## src/shared/cir_pkg.sv

```systemverilog
package cir_pkg;
  localparam int          CIR_W          = 8;
  localparam int          BIT_GLOBAL     = 7;
  localparam int          BIT_PERIPH     = 6;
  localparam int          BIT_T0_EN      = 5;
  localparam int          BIT_EXT_EN     = 4;
  localparam int          BIT_PC_EN      = 3;
  localparam int          BIT_T0_FLAG    = 2;
  localparam int          BIT_EXT_FLAG   = 1;
  localparam int          BIT_PC_FLAG    = 0;
  localparam logic [7:0]  CIR_RESET      = 8'h00;
  localparam logic [3:0]  PORT_UP_RESET  = 4'h0;
  typedef enum logic [1:0] {
    CIR_CMD_IDLE,
    CIR_CMD_WRITE,
    CIR_CMD_READ_PORT
  } cir_cmd_e;
endpackage

```

## src/shared/cir_if.sv

```systemverilog
`timescale 1ns/1ps
interface cir_if;
  import cir_pkg::*;
  logic       wr_en;
  logic [7:0] wr_data;
  logic [7:0] rd_data;
  logic       port_read;
  logic       irq_high;
  logic       irq_low;
  modport device (
    input  wr_en,
    input  wr_data,
    input  port_read,
    output rd_data,
    output irq_high,
    output irq_low
  );
  modport core (
    output wr_en,
    output wr_data,
    output port_read,
    input  rd_data,
    input  irq_high,
    input  irq_low
  );
endinterface

```

## src/verilog/cir_device_end.sv

```systemverilog
`timescale 1ns/1ps
// How it works
// - Top bit gates all interrupts, mode off
// - Mode on: top bit enables high priority
// - Mode off: bit six gates peripheral interrupts
// - Mode on: bit six enables low priority
// - Bit five enables timer0 overflow
// - Bit four enables external pin zero
// - Bit three enables port change
// - Timer0 overflow sets bit two flag
// - External pin event sets bit one flag
// - Upper port pin change sets bit zero
// - Mismatch keeps setting until port read
// - Flags set regardless of any enable
module cir_device_end
  import cir_pkg::*;
(
  input  wire logic       clk,
  input  wire logic       rst_n,
  cir_if.device           bus,
  input  wire logic       priority_mode_enable,
  input  wire logic       timer0_overflow,
  input  wire logic       ext_pin0,
  input  wire logic       ext_edge_rising,
  input  wire logic [3:0] port_b_upper_pins,
  input  wire logic       periph_irq_pending,
  input  wire logic       periph_irq_high_prio,
  output logic      [7:0] interrupt_control
);
  // Synchroniser and edge state for the external pin
  logic [1:0]                     ext_sync_q;
  logic [1:0]                     ext_sync_d;
  logic                           ext_prev_q;
  logic                           ext_prev_d;
  logic                           ext_rise;
  logic                           ext_fall;
  logic                           ext_event;

  // Port lanes and the mismatch against the last port read
  logic [3:0]                     pb_s1_q;
  logic [3:0]                     pb_s2_q;
  logic [3:0]                     pb_latch_q;
  logic [3:0]                     pb_differs;
  logic                           mismatch;

  // Register fields, enables high and flags low
  logic [BIT_GLOBAL:BIT_PC_EN]    en_q;
  logic [BIT_GLOBAL:BIT_PC_EN]    en_d;
  logic [BIT_T0_FLAG:BIT_PC_FLAG] flag_q;
  logic [BIT_T0_FLAG:BIT_PC_FLAG] src_event;
  logic [BIT_T0_FLAG:BIT_PC_FLAG] src_pend;
  logic [7:0]                     ctl_word;

  // Request formation
  logic                           core_pend;
  logic                           global_on;
  logic                           periph_on;
  logic                           periph_hi;
  logic                           periph_lo;
  logic                           flat_high;
  logic                           prio_high;
  logic                           prio_low;
  logic                           req_high;
  logic                           req_low;

  // Pins pass two flops before use
  always_comb begin
    ext_sync_d = {ext_sync_q[0], ext_pin0};
    ext_prev_d = ext_sync_q[1];
  end

  always_ff @(posedge clk or negedge rst_n) begin
    if (!rst_n) begin
      ext_sync_q <= 2'h0;
      ext_prev_q <= 1'b0;
    end else begin
      ext_sync_q <= ext_sync_d;
      ext_prev_q <= ext_prev_d;
    end
  end

  // Edge chosen by the polarity input
  assign ext_rise  = ext_sync_q[1] & ~ext_prev_q;
  assign ext_fall  = ~ext_sync_q[1] & ext_prev_q;
  assign ext_event = ext_edge_rising ? ext_rise : ext_fall;

  // One lane per upper port pin
  for (genvar p = 0; p < 4; p++) begin : g_port
    logic s1_d;
    logic s2_d;
    logic latch_d;

    // Pins pass two flops before use
    always_comb begin
      s1_d = port_b_upper_pins[p];
      s2_d = pb_s1_q[p];
    end

    always_ff @(posedge clk or negedge rst_n) begin
      if (!rst_n) begin
        pb_s1_q[p] <= PORT_UP_RESET[p];
        pb_s2_q[p] <= PORT_UP_RESET[p];
      end else begin
        pb_s1_q[p] <= s1_d;
        pb_s2_q[p] <= s2_d;
      end
    end

    // Port read takes a new reference value
    always_comb begin
      latch_d = pb_latch_q[p];
      if (bus.port_read) begin
        latch_d = pb_s2_q[p];
      end
    end

    // Latch resets low, so low pins count as settled
    always_ff @(posedge clk or negedge rst_n) begin
      if (!rst_n) begin
        pb_latch_q[p] <= PORT_UP_RESET[p];
      end else begin
        pb_latch_q[p] <= latch_d;
      end
    end

    // Pin differs from the last read
    assign pb_differs[p] = pb_s2_q[p] ^ pb_latch_q[p];
  end

  // Read ends the mismatch; until then it sets
  assign mismatch = (|pb_differs) & ~bus.port_read;

  // Overflow pulse from the timer0 count
  assign src_event[BIT_T0_FLAG]  = timer0_overflow;
  assign src_event[BIT_EXT_FLAG] = ext_event;
  assign src_event[BIT_PC_FLAG]  = mismatch;

  always_comb begin
    en_d = en_q;
    if (bus.wr_en) begin
      en_d = bus.wr_data[BIT_GLOBAL:BIT_PC_EN];
    end
  end

  always_ff @(posedge clk or negedge rst_n) begin
    if (!rst_n) begin
      en_q <= CIR_RESET[BIT_GLOBAL:BIT_PC_EN];
    end else begin
      en_q <= en_d;
    end
  end

  // Set ignores enables and beats a write
  for (genvar s = BIT_PC_FLAG; s <= BIT_T0_FLAG; s++) begin : g_flag
    logic flag_d;

    always_comb begin
      flag_d = flag_q[s];
      if (bus.wr_en) begin
        flag_d = bus.wr_data[s];
      end
      // Event last, so a set is never lost to a clear
      if (src_event[s]) begin
        flag_d = 1'b1;
      end
    end

    always_ff @(posedge clk or negedge rst_n) begin
      if (!rst_n) begin
        flag_q[s] <= CIR_RESET[s];
      end else begin
        flag_q[s] <= flag_d;
      end
    end

    // Flag counts only with its own enable
    assign src_pend[s] = flag_q[s] & en_q[s + BIT_PC_EN - BIT_PC_FLAG];
  end

  // Reads see the flops directly, no extra delay
  assign ctl_word  = {en_q, flag_q};
  assign core_pend = |src_pend;
  assign global_on = en_q[BIT_GLOBAL];
  assign periph_on = en_q[BIT_PERIPH];
  assign periph_hi = periph_irq_pending & periph_irq_high_prio;
  assign periph_lo = periph_irq_pending & ~periph_irq_high_prio;

  // Mode off: one level, peripherals gated
  assign flat_high = global_on & (core_pend | (periph_on & periph_irq_pending));

  // Mode on: core sources count as high priority
  assign prio_high = global_on & (core_pend | periph_hi);

  // Low priority also needs the top bit
  assign prio_low  = global_on & periph_on & periph_lo;

  // Mode picks which pair reaches the core
  always_comb begin
    req_high = flat_high;
    req_low  = 1'b0;
    if (priority_mode_enable) begin
      req_high = prio_high;
      req_low  = prio_low;
    end
  end

  assign bus.irq_high      = req_high;
  assign bus.irq_low       = req_low;
  assign bus.rd_data       = ctl_word;
  assign interrupt_control = ctl_word;
endmodule

```

## src/flat_wrapper.sv

```systemverilog
// flat-port wrapper written by rule: the top's interface ports become plain ports
module cir_device_end_flat import cir_pkg::*;
  (clk, rst_n, priority_mode_enable, timer0_overflow, ext_pin0, ext_edge_rising, port_b_upper_pins, periph_irq_pending, periph_irq_high_prio, interrupt_control, bus_wr_en, bus_wr_data, bus_port_read, bus_rd_data, bus_irq_high, bus_irq_low);
  cir_if bus_i ();
  input  wire logic clk;
  input  wire logic rst_n;
  input  wire logic priority_mode_enable;
  input  wire logic timer0_overflow;
  input  wire logic ext_pin0;
  input  wire logic ext_edge_rising;
  input  wire logic [3:0] port_b_upper_pins;
  input  wire logic periph_irq_pending;
  input  wire logic periph_irq_high_prio;
  output logic      [7:0] interrupt_control;
  input wire logic [$bits(bus_i.wr_en)-1:0] bus_wr_en;
  input wire logic [$bits(bus_i.wr_data)-1:0] bus_wr_data;
  input wire logic [$bits(bus_i.port_read)-1:0] bus_port_read;
  output wire logic [$bits(bus_i.rd_data)-1:0] bus_rd_data;
  output wire logic [$bits(bus_i.irq_high)-1:0] bus_irq_high;
  output wire logic [$bits(bus_i.irq_low)-1:0] bus_irq_low;
  assign bus_i.wr_en = bus_wr_en;
  assign bus_i.wr_data = bus_wr_data;
  assign bus_i.port_read = bus_port_read;
  assign bus_rd_data = bus_i.rd_data;
  assign bus_irq_high = bus_i.irq_high;
  assign bus_irq_low = bus_i.irq_low;
  cir_device_end u_core (.clk(clk), .rst_n(rst_n), .bus(bus_i), .priority_mode_enable(priority_mode_enable), .timer0_overflow(timer0_overflow), .ext_pin0(ext_pin0), .ext_edge_rising(ext_edge_rising), .port_b_upper_pins(port_b_upper_pins), .periph_irq_pending(periph_irq_pending), .periph_irq_high_prio(periph_irq_high_prio), .interrupt_control(interrupt_control));
endmodule
```

## config.mk

```make
export PLATFORM = sky130hd
export DESIGN_NAME = cir_device_end_flat
export DESIGN_NICKNAME = d
export VERILOG_FILES = /design/src/shared/cir_pkg.sv /design/src/shared/cir_if.sv /design/src/verilog/cir_device_end.sv /design/src/flat_wrapper.sv
export SDC_FILE = /design/constraint.sdc
export NUM_CORES = 1
export LEC_CHECK = 0
export ABC_CLOCK_PERIOD_IN_PS = 880
export BUFFER_PORTS_ARGS = -buffer_cell sky130_fd_sc_hd__buf_2
export CAP_MARGIN = 20
export CORE_MARGIN = 1.5
export CORE_UTILIZATION = 40
export CTS_CLUSTER_SIZE = 24
export DETAILED_ROUTE_END_ITERATION = 7
export PLACE_DENSITY = 0.72
export SYNTH_ARGS = -nofsm -noshare
export SYNTH_HDL_FRONTEND = slang
export SYNTH_SLANG_ARGS = --single-unit
export TNS_END_PERCENT = 50
```

## constraint.sdc

```tcl
create_clock -name clk -period 0.88 [get_ports clk]
set_input_delay 0.044 -clock clk [delete_from_list [all_inputs] [get_ports clk]]
set_output_delay 0.044 -clock clk [all_outputs]
set_load 0.02 [all_outputs]
```

==> results_tabular.tex <==
\begin{tabular}{lr}
\hline
Metric & Value \\
\hline
\multicolumn{2}{l}{\textbf{Pwr}} \\
Maximum vdd drop & 1006 uV \\
Static Leakage & roughly 0.69 nW \\
Pwr dens & 1552 nW/um\^{}2 \\
Total Power & 2.243 mW \\
\multicolumn{2}{l}{\textbf{Job}} \\
Max Cap Violations & 0 \\
\multicolumn{2}{l}{\textbf{Worst setup path}} \\
Crit-path cells & a222oi\_1 > a21boi\_2 > buf\_4 \\
R2R Path End & u\_core.bus.rd\_data[0] \\
Data required time of the worst path & 0.84 ns \\
Reg2Reg Setup Slack & -0.12 ns \\
Critical Path Sink Type & primary output \\
Nature of the critical path startpoint & flop \\
Worst reg2reg startpoint & u\_core.pb\_latch\_q[1] \\
Number of cells on the worst reg-to-reg path & 3 \\
Maximum fanout encountered on the critical timing path & 2 \\
Master of the slowest instance on the critical path & sky130\_fd\_sc\_hd\_\_a222oi\_1 \\
CP max stage delay & 0.42 ns \\
Type of the setup path with the least slack & flop to primary output \\
Arrival time of data at the critical path endpoint & 1.38 ns \\
\multicolumn{2}{l}{\textbf{Place}} \\
Place WS & -0.2193 ns \\
DP HPWL & between 1000 and 1500 microns \\
Routability cong. & a little under 0.7 \\
Area after DPL & 1122 sq um \\
Number of buffer cells added on primary ports & 39 \\
\multicolumn{2}{l}{\textbf{STA}} \\
Crit share post-route & 1.619 \\
Setup ws final & -0.5448 ns \\
Final hold vios & 0 \\
Number of setup violations in the final report & 24 \\
Max Transition Viols Final & 0 \\
Final Skew & 0.003382 ns \\
Worst rel slew slack & 0.6737 \\
Setup repair after global routing missed its margin & yes \\
Post-route minimum period & 1.425 ns \\
Highest achievable clock rate & 701.8 MHz \\
Worst hold-check slack & 0.01367 ns \\
Worst-Margin Slew & 0.4894 ns \\
\multicolumn{2}{l}{\textbf{Logic synthesis}} \\
Synthesized Nets & 83 \\
Number of synthesized register bits & 23 \\
Top-area cell type share of the netlist area & 0.6434 \\
Synth Flop Type & sky130\_fd\_sc\_hd\_\_dfrtp\_1 \\
Number of enable flip-flop cells after synthesis & 0 \\
Netlist area before placement & 894.6 sq um \\
Dominant cell by count in the synthesized netlist & sky130\_fd\_sc\_hd\_\_dfrtp\_1 \\
Syn\_area\_per\_cell & around 15 sq um \\
Sequential-to-total area share from yosys stat & 0.6434 \\
Unique cell type count in the Yosys netlist & 17 \\
Cells taking the most area after synthesis & sky130\_fd\_sc\_hd\_\_dfrtp\_1 (64\%), sky130\_fd\_sc\_hd\_\_mux2\_1 (10\%), sky130\_fd\_sc\_hd\_\_buf\_4 (7.6\%) \\
Cell count after synthesis & 61 \\
Post-synthesis async set-or-reset flop share & 1.000 \\
Ys Warns & 0 \\
Library cell with the largest summed area after synthesis & sky130\_fd\_sc\_hd\_\_dfrtp\_1 \\
Most numerous cell types in the synthesized netlist & sky130\_fd\_sc\_hd\_\_dfrtp\_1 (23), sky130\_fd\_sc\_hd\_\_buf\_4 (9), sky130\_fd\_sc\_hd\_\_mux2\_1 (8) \\
\multicolumn{2}{l}{\textbf{Floorplan}} \\
Standard cell core area & 2042 sq um \\
Number of standard-cell rows in the floorplan & 16 \\
Die area & roughly 2500 sq um \\
Die Y-Extent & 50.29 microns \\
Top Ports & 40 \\
Starting density of the core & 0.4381 \\
Width of the die & 50.29 microns \\
\multicolumn{2}{l}{\textbf{Status}} \\
Failing checks & negative setup slack \\
Outcome & finished with violations \\
\multicolumn{2}{l}{\textbf{Finish}} \\
Post-layout instance area & 1445 sq um \\
Final core utilization & 0.7077 \\
Fraction of final layout cells with drive strength greater than 1 & 0.5126 \\
Final-stage net count & roughly 140 \\
Antenna diodes & 0 \\
Area grow syn2layout & 61.54\% \\
\multicolumn{2}{l}{\textbf{Global routing}} \\
Pin count of the biggest net entering global routing & 24 \\
First-pass GRT wire length & 2918 microns \\
Grt total ovfl & 0 \\
Number of global-route vias before repair & 709 \\
Overall fraction of global-route tracks in use & 0.1565 \\
Number of antenna violations at the first check in global routing & 0 \\
\multicolumn{2}{l}{\textbf{Detailed routing}} \\
Post-route antenna net violation count & 0 \\
Total vias in the final route & around 650 \\
Overall routed net length & 1917 microns \\
Average detailed-routed wire length per instance & 13.13 microns \\
Detailed-routing iteration count for the pre-antenna-repair pass & 4 \\
DR iter-0 viols & 5 \\
Via density per instance & 4.479 \\
Remaining design rule violation count & 0 \\
\multicolumn{2}{l}{\textbf{Hold path}} \\
Endpoint of the worst hold path & u\_core.bus.rd\_data[1] \\
Hold path start & ext\_edge\_rising \\
HP Class & input pin to flop \\
Number of cells on the worst hold path & 3 \\
\multicolumn{2}{l}{\textbf{Clock network}} \\
Maximum buffer depth of the clock tree & 2 \\
Later-pin clock latency in the skew report & 0.29 ns \\
CTS tree & yes \\
Cts bufs inserted & 3 \\
Count of clock tree sinks & 23 \\
Root buffer selected by CTS & sky130\_fd\_sc\_hd\_\_clkbuf\_4 \\
Clock Pin Slew Worst Setup and Hold Paths & 0.11 ns \\
Htree depth & 1 \\
\hline
\end{tabular}
==> logic make-up after synthesis <==
group	Yosys count	share of synthesized area
flops	23	0.6434
compound gates	4	0.03497
xor+xnor	4	0.03916
mux	12	0.1483
simple gates	9	0.05874
buf+inv	9	0.07552
==> worst max-delay path, delay by kind of cell (launching register included) <==
kind	cells	cell delay [ns]
buffers and inverters	1	0.17
AO/OA/AOI/OAI	2	0.50
flip-flops	1	0.41
==> repair_timing <==
| action | in CTS | in global routing |
|---|---|---|
| hold buffers | 16 | 0 |
| endpoints found under the hold margin | 36 | 0 |
| gates resized for setup | 26 | 15 |
| pin swaps | 3 | 2 |
| endpoints found under the setup margin | 25 | 25 |
| buffers inserted | 1 | 0 |
==> how the worst max path moves through the flow <==
| stage | startpoint | endpoint | depth (start not counted) |
|---|---|---|---|
| 2_1_floorplan | u_core.en_q[3] | bus_irq_high | 2 |
| 3_3_place_gp | u_core.en_q[3] | bus_irq_high | 3 |
| 3_5_place_dp | u_core.en_q[3] | bus_irq_high | 3 |
| 4_1_cts | u_core.bus.rd_data[0] | bus_irq_high | 3 |
| 5_1_grt | u_core.bus.rd_data[0] | bus_irq_high | 3 |
| 6_report | u_core.bus.rd_data[0] | bus_irq_high | 3 |
==> layout make-up <==
| class | count | area, sq um |
|---|---|---|
| Clock buffer | 4 | 26.28 |
| Fill cell | 144 | 596.8 |
| Multi-Input combinational cell | 29 | 279.0 |
| Sequential cell | 23 | 578.1 |
| Tap cell | 27 | 33.78 |
| Timing Repair Buffer | 63 | 528.0 |
==> through the flow <==
step	setup TNS (ns)	cells
2_1_floorplan	-0.3088	61
3_3_place_gp	-0.4958	126
3_5_place_dp	-0.5723	126
4_1_cts	-3.177	146
5_1_grt	-4.110	146
6_report	-2.972	146
==> power by group <==
part / internal, mW / switching (mW) / total [mW]
Combinational: 0.343 / 0.270 / 0.613
Clock: 0.176 / 0.271 / 0.447
Sequential: 1.14 / 0.0471 / 1.18
==> layer usage <==
layer	routed length [microns]	up-vias	track usage
met2	1025	27	0.2939
met5	0	-	0
met4	27	0	0.08108
li1	-	318	-
met3	89	4	0.03571
met1	775	305	0.1591
==> sequential cells by signal, indices dropped and copies added (netlist names) <==
name and cells:
u_core.ext_prev_q 1, u_core.bus.rd_data 3, u_core.pb_s2_q 4, u_core.en_q 5, u_core.g_port.s2_d 4, u_core.ext_sync_q 2, u_core.pb_latch_q 4
==> layout by cell type, fill, tap and decap left out, types with 3 or more instances in the layout <==
cell type,netlist,layout
sky130_fd_sc_hd__dlygate4sd3_1,0,16
sky130_fd_sc_hd__mux2_1,8,4
sky130_fd_sc_hd__buf_4,9,3
sky130_fd_sc_hd__buf_6,0,20
sky130_fd_sc_hd__buf_2,0,24
sky130_fd_sc_hd__mux2_4,0,4
sky130_fd_sc_hd__xor2_1,4,4
sky130_fd_sc_hd__dfrtp_1,23,21
sky130_fd_sc_hd__clkbuf_4,0,3
Note: power is estimated with default switching activity, not from simulation.
